## src/core_exec_pkg.sv

```systemverilog
/*
  Shared constants for the bit-clear and conditional-branch execute slice.
  Assumes one core clock where each clock is one phase of the four-phase
  instruction cycle.
*/
package core_exec_pkg;

  // ------------------------------------------------------------
  // opcode patterns
  // ------------------------------------------------------------
  localparam logic [3:0] OPC_BIT_CLEAR = 4'h9;        // top nibble of bit_clear_op
  localparam logic [7:0] OPC_BRANCH_NEG = 8'hE6;      // upper byte of branch_on_negative_op
  localparam logic [7:0] OPC_BRANCH_NO_CARRY = 8'hE3; // upper byte of branch_on_no_carry_op

  // ------------------------------------------------------------
  // field positions within the instruction word
  // ------------------------------------------------------------
  localparam int BIT_SEL_LSB = 9;
  localparam int ACCESS_BIT_POS = 8;

  // ------------------------------------------------------------
  // data address resolution
  // ------------------------------------------------------------
  localparam logic [7:0] LIT_OFFSET_MAX = 8'h5F;      // highest literal offset
  localparam logic [7:0] ACCESS_SPLIT = 8'h80;        // access bank low/high split
  localparam logic [3:0] ACCESS_LOW_BANK = 4'h0;
  localparam logic [3:0] ACCESS_HIGH_BANK = 4'hF;

  // ------------------------------------------------------------
  // branch arithmetic, phases and reset values
  // ------------------------------------------------------------
  localparam int BRANCH_STEP = 2;                     // counter already past the branch
  localparam int PHASE_COUNT = 4;
  localparam logic [15:0] INSTR_RST = 16'h0000;
  localparam logic [7:0] DATA_RST = 8'h00;

  typedef enum logic [1:0] {PH_Q1, PH_Q2, PH_Q3, PH_Q4} phase_type;
  typedef enum logic [1:0] {K_NONE, K_CLEAR, K_NEG, K_NO_CARRY} kind_type;

endpackage

```

## src/bit_clear_cond_branch_exec.sv

```systemverilog
/*
  Decode and execute of the bit clear and the two conditional branches
  (negative, no carry) on the four-phase instruction cycle.
  Assumes the fetch unit offers a word at Q1, data memory answers a read
  issued in Q2 one clock later, and flags come from the same clock domain.
*/
// Function
// - bit clear zeroes one bit, keeps others
// - access bit zero selects the access bank
// - access bit one uses bank select register
// - extended set, offset up to 5Fh indexed
// - negative branch jumps only when negative set
// - no-carry branch jumps on clear carry, flags untouched
// - target is own address plus 2 plus 2n
// - taken branch adds one discarded no-operation cycle
`timescale 1ns/1ns
module bit_clear_cond_branch_exec
  import core_exec_pkg::*;
#(
  parameter int PC_W = 21,
  parameter int ADDR_W = 12
)
(
  input wire logic i_clk,
  input wire logic i_rst,
  input wire logic i_instr_valid,
  input wire logic [15:0] i_instr,
  input wire logic [PC_W-1:0] i_instr_pc,
  input wire logic [3:0] i_bank_select_register,
  input wire logic i_ext_set_en,
  input wire logic [ADDR_W-1:0] i_index_base,
  input wire logic i_negative,
  input wire logic i_carry,
  input wire logic [7:0] i_mem_rdata,
  output logic o_instr_ready,
  output logic o_discard,
  output logic o_mem_rd,
  output logic o_mem_wr,
  output logic [ADDR_W-1:0] o_mem_addr,
  output logic [7:0] o_mem_wdata,
  output logic o_pc_load,
  output logic [PC_W-1:0] o_pc_target
);

  phase_type phase;
  kind_type kind_r, kind_nxt;
  logic [15:0] instr_r, instr_nxt;
  logic [ADDR_W-1:0] addr_r, addr_nxt;
  logic [7:0] wdata_r, wdata_nxt;
  logic [PC_W-1:0] target_r, target_nxt;
  logic taken_r, taken_nxt;
  logic nop_r, nop_nxt;

  // ------------------------------------------------------------
  // helpers
  // ------------------------------------------------------------
  // data address of a file-register operand; used at decode only
  function automatic logic [ADDR_W-1:0] resolve_addr(input logic [15:0] ins,
                                                      input logic [3:0] bank,
                                                      input logic ext_en,
                                                      input logic [ADDR_W-1:0] base);
    logic [7:0] f;
    f = ins[7:0];
    resolve_addr = '0;
    if (ins[ACCESS_BIT_POS]) begin
      resolve_addr = ADDR_W'({bank, f});
    end else if (ext_en && (f <= LIT_OFFSET_MAX)) begin
      resolve_addr = ADDR_W'(base + ADDR_W'(f));
    end else begin
      resolve_addr = (f < ACCESS_SPLIT) ? ADDR_W'({ACCESS_LOW_BANK, f})
                                        : ADDR_W'({ACCESS_HIGH_BANK, f});
    end
  endfunction

  // relative target from the instruction's own address
  function automatic logic [PC_W-1:0] branch_target(input logic [PC_W-1:0] pc,
                                                     input logic [7:0] n);
    logic [PC_W-1:0] off;
    off = PC_W'({{(PC_W-8){n[7]}}, n}) <<< 1;
    branch_target = PC_W'(pc + PC_W'(BRANCH_STEP) + off);
  endfunction

  // ------------------------------------------------------------
  // phase source
  // ------------------------------------------------------------
  phase_gen i_phase_gen (
    .i_clk(i_clk),
    .i_rst(i_rst),
    .o_phase(phase)
  );

  // ------------------------------------------------------------
  // execute state: next values
  // ------------------------------------------------------------
  // decode at Q1, condition at Q2, modify at Q3, commit at Q4
  always_comb begin
    kind_nxt = kind_r;
    instr_nxt = instr_r;
    addr_nxt = addr_r;
    wdata_nxt = wdata_r;
    target_nxt = target_r;
    taken_nxt = taken_r;
    nop_nxt = nop_r;
    unique case (phase)
      PH_Q1: begin
        taken_nxt = 1'b0;
        kind_nxt = K_NONE;
        // second cycle of a taken branch drops the fetched word
        if (!nop_r && i_instr_valid) begin
          instr_nxt = i_instr;
          addr_nxt = resolve_addr(i_instr, i_bank_select_register, i_ext_set_en,
                                  i_index_base);
          target_nxt = branch_target(i_instr_pc, i_instr[7:0]);
          if (i_instr[15:12] == OPC_BIT_CLEAR) begin
            kind_nxt = K_CLEAR;
          end else if (i_instr[15:8] == OPC_BRANCH_NEG) begin
            kind_nxt = K_NEG;
          end else if (i_instr[15:8] == OPC_BRANCH_NO_CARRY) begin
            kind_nxt = K_NO_CARRY;
          end
        end
      end
      PH_Q2: begin
        // jump on negative set or on carry clear; flags are only read, never written
        taken_nxt = ((kind_r == K_NEG) && i_negative) ||
                    ((kind_r == K_NO_CARRY) && !i_carry);
      end
      PH_Q3: begin
        if (kind_r == K_CLEAR) begin
          wdata_nxt = i_mem_rdata & ~(8'h01 << instr_r[BIT_SEL_LSB +: 3]);
        end
      end
      PH_Q4: begin
        // a taken branch costs one extra cycle
        nop_nxt = taken_r;
      end
    endcase
  end

  // execute state registers
  always_ff @(posedge i_clk) begin
    if (i_rst) begin
      kind_r <= K_NONE;
      instr_r <= INSTR_RST;
      addr_r <= '0;
      wdata_r <= DATA_RST;
      target_r <= '0;
      taken_r <= 1'b0;
      nop_r <= 1'b0;
    end else begin
      kind_r <= kind_nxt;
      instr_r <= instr_nxt;
      addr_r <= addr_nxt;
      wdata_r <= wdata_nxt;
      target_r <= target_nxt;
      taken_r <= taken_nxt;
      nop_r <= nop_nxt;
    end
  end

  // ------------------------------------------------------------
  // outputs
  // ------------------------------------------------------------
  // handshakes decoded from phase; data held in flops
  assign o_instr_ready = (phase == PH_Q1) && !nop_r;
  assign o_discard = (phase == PH_Q1) && nop_r;
  // read in Q2, write back in Q4 of the same cycle
  assign o_mem_rd = (phase == PH_Q2) && (kind_r == K_CLEAR);
  assign o_mem_wr = (phase == PH_Q4) && (kind_r == K_CLEAR);
  assign o_mem_addr = addr_r;
  assign o_mem_wdata = wdata_r;
  // counter written in Q4 only when the branch is taken
  assign o_pc_load = (phase == PH_Q4) && taken_r;
  assign o_pc_target = target_r;
endmodule

```

## src/phase_gen.sv

```systemverilog
/*
  Four-phase generator: steps Q1..Q4 once per clock.
  Assumes a synchronous active-high reset; Q1 is the first phase after it.
*/
`timescale 1ns/1ns
module phase_gen
  import core_exec_pkg::*;
(
  input wire logic i_clk,
  input wire logic i_rst,
  output phase_type o_phase
);

  phase_type phase_r;
  phase_type phase_nxt;

  // ------------------------------------------------------------
  // phase sequence
  // ------------------------------------------------------------
  // next phase wraps from Q4 back to Q1
  always_comb begin
    unique case (phase_r)
      PH_Q1: phase_nxt = PH_Q2;
      PH_Q2: phase_nxt = PH_Q3;
      PH_Q3: phase_nxt = PH_Q4;
      PH_Q4: phase_nxt = PH_Q1;
    endcase
  end

  // phase register
  always_ff @(posedge i_clk) begin
    if (i_rst) begin
      phase_r <= PH_Q1;
    end else begin
      phase_r <= phase_nxt;
    end
  end

  assign o_phase = phase_r;

endmodule

```

## config.mk

```make
export PLATFORM = sky130hd
export DESIGN_NAME = bit_clear_cond_branch_exec
export DESIGN_NICKNAME = d
export VERILOG_FILES = /design/src/core_exec_pkg.sv /design/src/bit_clear_cond_branch_exec.sv /design/src/phase_gen.sv
export SDC_FILE = /design/constraint.sdc
export NUM_CORES = 1
export LEC_CHECK = 0
export BUFFER_PORTS_ARGS = -buffer_cell sky130_fd_sc_hd__buf_4
export CAP_MARGIN = 25
export CORE_UTILIZATION = 40
export CTS_CLUSTER_DIAMETER = 200
export DETAILED_ROUTE_END_ITERATION = 8
export MAX_ROUTING_LAYER = met4
export PLACE_DENSITY = 0.64
export SLEW_MARGIN = 5
export SYNTH_ARGS = -nofsm -noshare
export SYNTH_HDL_FRONTEND = slang
export SYNTH_SLANG_ARGS = --single-unit
```

## constraint.sdc

```tcl
create_clock -name i_clk -period 4.8 [get_ports i_clk]
set_input_delay 0.72 -clock i_clk [delete_from_list [all_inputs] [get_ports i_clk]]
set_output_delay 0.72 -clock i_clk [all_outputs]
set_load 0.01 [all_outputs]
```

**Word level (Yosys, flattened, before mapping)**

Index checks and enable logic that the tools add are counted.

- Add/sub/neg operators: 3
- Order comparisons: 2
- Eq/ne operators: 9
- Shift operators: 1
- Mux-type cells: 9
- Bitwise logic cells: 2
- Reductions and logical operators: 16

Operator list:

| operator | count |
|---|---|
| $mux W12 | 3 |
| $add A21 B2 Y21 const B | 1 |
| $add A21 B21 Y21 | 1 |
| $eq A8 B8 Y1 const B | 2 |
| $add A12 B8 Y12 | 1 |
| $logic_and A1 B1 Y1 | 9 |
| $and A8 B8 Y8 | 1 |
| $eq A2 B2 Y1 const B | 4 |
| $le A8 B7 Y1 const B | 1 |
| $lt A8 B8 Y1 const B | 1 |
| $mux W2 | 4 |
| $not A8 Y8 | 1 |
| $pmux W2 S4 | 1 |
| $shl A1 B3 Y8 const A | 1 |
| $eq A2 B1 Y1 const B | 2 |
| $eq A4 B4 Y1 const B | 1 |
| $reduce_and A2 Y1 | 2 |
| $logic_not A1 Y1 | 2 |
| $logic_not A2 Y1 | 1 |
| $pmux W1 S2 | 1 |
| $reduce_bool A2 Y1 | 1 |
| $logic_or A1 B1 Y1 | 1 |

- Bits in registers: 59
- Input port bits: 67
- Output and inout port bits: 46
- Logic and storage cells: 50

**Longest topological paths before layout**

- Word-level depth: 5
- Mapped depth: 12
- Mapped depth without buffers: 12

**By module**

A second synthesis with hierarchy kept.

- Cells, all modules: 465
- Area, all modules: 3,789.9 µm²

By module, submodules not included:

| module | times used | cells an instance | area each (µm²) | sequential area each (µm²) |
|---|---|---|---|---|
| bit_clear_cond_branch_exec | 1 | 457 | 3,701.0 | 960.9 |
| phase_gen | 1 | 8 | 88.8 | 40.0 |

**Worst setup path after synthesis**

OpenSTA, ideal clock, no wires.

- Kind: input -> register
- Start point: input port i_instr[1]
- End point: register target_r[16], in the netlist o_pc_target[16]
- Library setup time: 117 ps
- Arrival: 2,799 ps
- Required time: 4,683 ps
- Slack: 1,884 ps
- Stages: 10
- Buffers on the path: 0
- Cells stage by stage: ha_1 > ha_1 > fa_1 > a211oi_1 > o21ai_1 > o221ai_1 > and2_1 > o21ai_1 > xor2_1 > a22o_1

- Cells in the longest elaborated chain, start to end: 1

Ends and longest elaborated chain:

| item | RTL line | RTL |
|---|---|---|
| start, declared | bit_clear_cond_branch_exec.sv:27 | `input wire logic [15:0] i_instr,` |
| $add A21 B21 Y21 | bit_clear_cond_branch_exec.sv:80 | `branch_target = PC_W'(pc + PC_W'(BRANCH_STEP) + off);` |
| end signal, assigned | bit_clear_cond_branch_exec.sv:155 | `target_r <= target_nxt;` |
| end, declared | bit_clear_cond_branch_exec.sv:50 | `logic [PC_W-1:0] target_r, target_nxt;` |

Every way passes these cells.
A chain may end at the register's enable or synchronous reset.

**Worst setup path in the final report**

- Start point: input port i_instr[1]
- End point: register target_r[20], in the netlist o_pc_target[20]

Same word-level chain as after synthesis.

==> metrics.md <==
| Metric | Value |
|---|---|
| Status | complete, no violations |
| TritonCTS Buffers | 5 |
| Avg Inst Size Synth | 8.086 µm² |
| Max Cap Viol | 0 |
| Die X | 96.64 µm |
| Multiplexer share of the synthesized area | 0.5589% |
| Critical path's slowest cell | fa_1 |
| Hold Buf Count CTS | 0 |
| First-pass GRT wire length | 15530 µm |
| Floorplan row count | 34 |
| Syn Inst Count | 443 |
| Initial antenna violation count | 0 |
| Cell mode on critical path | ha_1 |
| Hold Path Stages | 2 |
| Clk sink count | 50 |
| Area taken by flip-flops and latches | 1001 µm² |
| Setup TNS | 0 ns |
| Crit path time final | 2.995 ns |
| Startpoint types | primary input |
| # port buffers | 112 |
| CTS tree | yes |
| Final hold vios | 0 |
| Post-Synth Adder-Cell Area | 18.23% |
| Initial Util | 41.28% |
| Post-synthesis compound-gate area fraction | 24.62% |
| Final setup fails | 0 |
| Fin. max-slew vios | 0 |
| Via count | 3514 |
| Clk pwr share | 23.1% |
| Post-CTS Resized | 0 |
| Setup crit end kind | register |
| Cell count along the critical path | 11 |
| Number of synthesized register bits | 50 |
| Delay-heaviest family, CP | compound AO/OA/AOI/OAI gates |
| Switching share of power | 36.06% |
| Latest clock arrival within the worst-skew pair | 0.31 ns |
| Pin count of the biggest net entering global routing | 51 |
| Pre-antenna DRT Iters | 4 |
| Post-route ant nets | 0 |
| Synth async-reset ratio | 0% |
| Vert. Die Dim | 96.64 µm |
| DIE AREA | 9338 µm² |
| Synthesized cell area | 3582 µm² |
| Largest family of logic cells by synthesized area | compound AO/OA/AOI/OAI gates |
| Share of the synthesized area in the top cell type | 27.94% |
| Remaining global-route overflow | 0 |
| VDD IR max | 0.1383 mV |
| Post-synth top flop | dfxtp_1 |
| Critical Path Fanout Max | 4 |
| DP Wirelength | 7287 µm |
| Slew @ Worst Pin | 0.5472 ns |
| Comb power frac | 40.2% |
| Multi-input combinational cell area | 2441 µm² |
| Area grow syn2layout | 28.57% |
| Worst Hold Class | register to register |
| Vias per inst | 5.398 |
| CTS max path bufs | 2 |
| Pwr/cell area | 301.5 nW/µm² |
| Worst endpoint required time | 5.01 ns |
| Post-synth EDFFs | 0 |
| Count leader, synth | nand2_1 |
| Critical path data arrival time | 3.20 ns |
| Register area share after synthesis | 27.94% |
| Flop pwr share | 36.7% |
| Xor and xnor area share after synthesis | 5.379% |
| DR iter-0 viols | 94 |
| Ys Warns | 0 |
| IO Pins | 113 |
| Nets@finish | 660 |
| Drt total wl | 9285 µm |
| Synth unique cells | 54 |
| Worst reg2reg path depth | 9 |
| H-Tree Depth | 2 |
| Fillcell total | 870 |
| Clock skew | 0.009730 ns |
| Buf/Inv on CP | 1 |
| Vias in the first global route | 3440 |
| Antenna cell count | 0 |
| Gr usage total | 20.43% |
| Leading area contributor after synthesis | dfxtp_1 |
| Root buffer cell | clkbuf_8 |
| Syn_nets | 561 |
| Drt drc | 0 |
| WL/cell | 14.26 µm |
| Final Cycle Share | 62.40% |
| Fmax | 0.3339 GHz |
| Worst path max stage delay | 0.42 ns |
| Internal | 887.7 µW |
| Max_slew headroom | 63.52% |
| Pwr Total | 1.388 mW |
| Core area | 8678 µm² |
| Crit path cell chain | buf_4 -> ha_1 -> ha_1 -> fa_1 -> a211oi_1 -> o21ai_1 -> o221ai_1 -> a211o_1 -> a31oi_1 -> xnor2_1 -> a22o_1 |
| RD Place Congestion | 0.8403 |
| Layout cells sized above 1 | 23.39% |
| Post-CTS setup buffer count | 0 |
| Synth top area cells | dfxtp_1 28%, ha_1 17%, a21oi_1 6.6% |
| Net switching power | 500.7 µW |
| Setup CP Type | primary input to register |
| Leakage power | 2.040 nW |
| RSZ-0062 raised after global routing | false |
| Clock-pin slew on the worst setup and hold paths | 0.10 ns |
| Most frequent cells after synthesis | 58 x nand2_1, 50 x dfxtp_1, 49 x ha_1, 47 x a21oi_1, 26 x o21ai_0 |
| Simple-gate share of the synthesized area | 19.35% |
[worst reg2reg max path: cells and delay by family, from the launching register on]
| family | cells | cell delay [ns] |
|---|---|---|
| buffers and inverters | 3 | 0.61 |
| AOI/OAI and AO/OA | 2 | 0.27 |
| and+or+nand+nor | 3 | 0.58 |
| DFF | 1 | 0.37 |
| adders and majority gates | 1 | 0.23 |
[sequential cells by signal, summed over array words and instances, names as in the netlist]
name	flops
taken_r	1
o_mem_wdata	8
nop_r	1
kind_r	2
i_phase_gen.o_phase	2
o_pc_target	21
o_mem_addr	12
instr_r	3
[cell type report]
type,count,area share [%]
multi-input cells,356,53.00
repair buffers,114,18.58
inverters,15,1.222
clock inverters,3,1.032
clock buffers,5,1.494
well taps,108,2.934
flip-flops and latches,50,21.73
[per-stage QoR]
step / setup WS (ns) / cells / utilization, % / cell area, µm² / hold slack (ns)
after floorplan: 1.884 / 443 / - / 3582 / 0.4554
after global placement: 1.560 / 643 / 51.73 / 4489 / 0.4391
after detailed placement: 1.462 / 643 / 51.73 / 4489 / 0.4474
after CTS: 1.790 / 651 / 53.07 / 4606 / 0.4623
after global routing: 1.644 / 651 / 53.07 / 4606 / 0.4806
final: 1.805 / 651 / 53.07 / 4606 / 0.4585
[power by group through the flow]
stage | sequential, mW | combinational (mW) | clock [mW]
detailed placement | 0.519 | 0.562 | 0
global route | 0.518 | 0.625 | 0.349
floorplan | 0.534 | 0.331 | 0
CTS | 0.510 | 0.564 | 0.330
global placement | 0.517 | 0.552 | 0
finish | 0.509 | 0.558 | 0.321
[logic make-up (layout without fill, tap and decap cells)]
group                      count (synthesis)  after routing
muxes                                      2              2
and+or+nand+nor                          146            146
xor gates and xnor gates                  22             22
adders and majority gates                 51             51
buffers and inverters                     37            137
DFF                                       50             50
AOI/OAI and AO/OA                        135            135
[path summary, 6_finish.rpt]
check                                    startpoint                      endpoint  slack, ns
setup reg to reg  i_phase_gen.o_phase[0]$_SDFF_PP0_  o_pc_target[15]$_SDFFE_PP0P_       2.63
hold / removal          o_mem_wdata[5]$_SDFFE_PP0P_   o_mem_wdata[5]$_SDFFE_PP0P_       0.46
setup / recovery                         i_instr[1]  o_pc_target[20]$_SDFFE_PP0P_       1.80
hold reg to reg         o_mem_wdata[5]$_SDFFE_PP0P_   o_mem_wdata[5]$_SDFFE_PP0P_       0.46
[metal layers]
metal / global-route usage [%] / wire length [µm] / vias to the layer above
met5: - / 0 / -
met4: 3.904 / 65 / 0
met3: 4.263 / 487 / 5
met2: 35.32 / 4562 / 92
met1: 24.61 / 4169 / 1614
li1: - / - / 1803
[layout by cell type (no fill, tap or decap), types with 3 or more instances in the layout]
cell type,Yosys,routed
a211oi_1,11,11
a21o_1,5,5
a21oi_1,47,47
a31oi_1,3,3
and2_1,9,9
buf_4,0,114
clkbuf_8,0,5
dfxtp_1,50,50
ha_1,49,49
inv_1,15,15
nand2_1,58,58
nand3_1,17,17
nand3b_1,3,3
nand4_1,4,4
nor2_1,25,25
nor2b_1,8,8
nor3_1,10,10
o2111ai_1,3,3
o211ai_1,3,3
o21a_1,6,6
o21ai_0,26,26
o21ai_1,4,4
o311ai_0,4,4
xnor2_1,13,13
xor2_1,9,9
No activity file was read; power rests on OpenSTA's default activity.
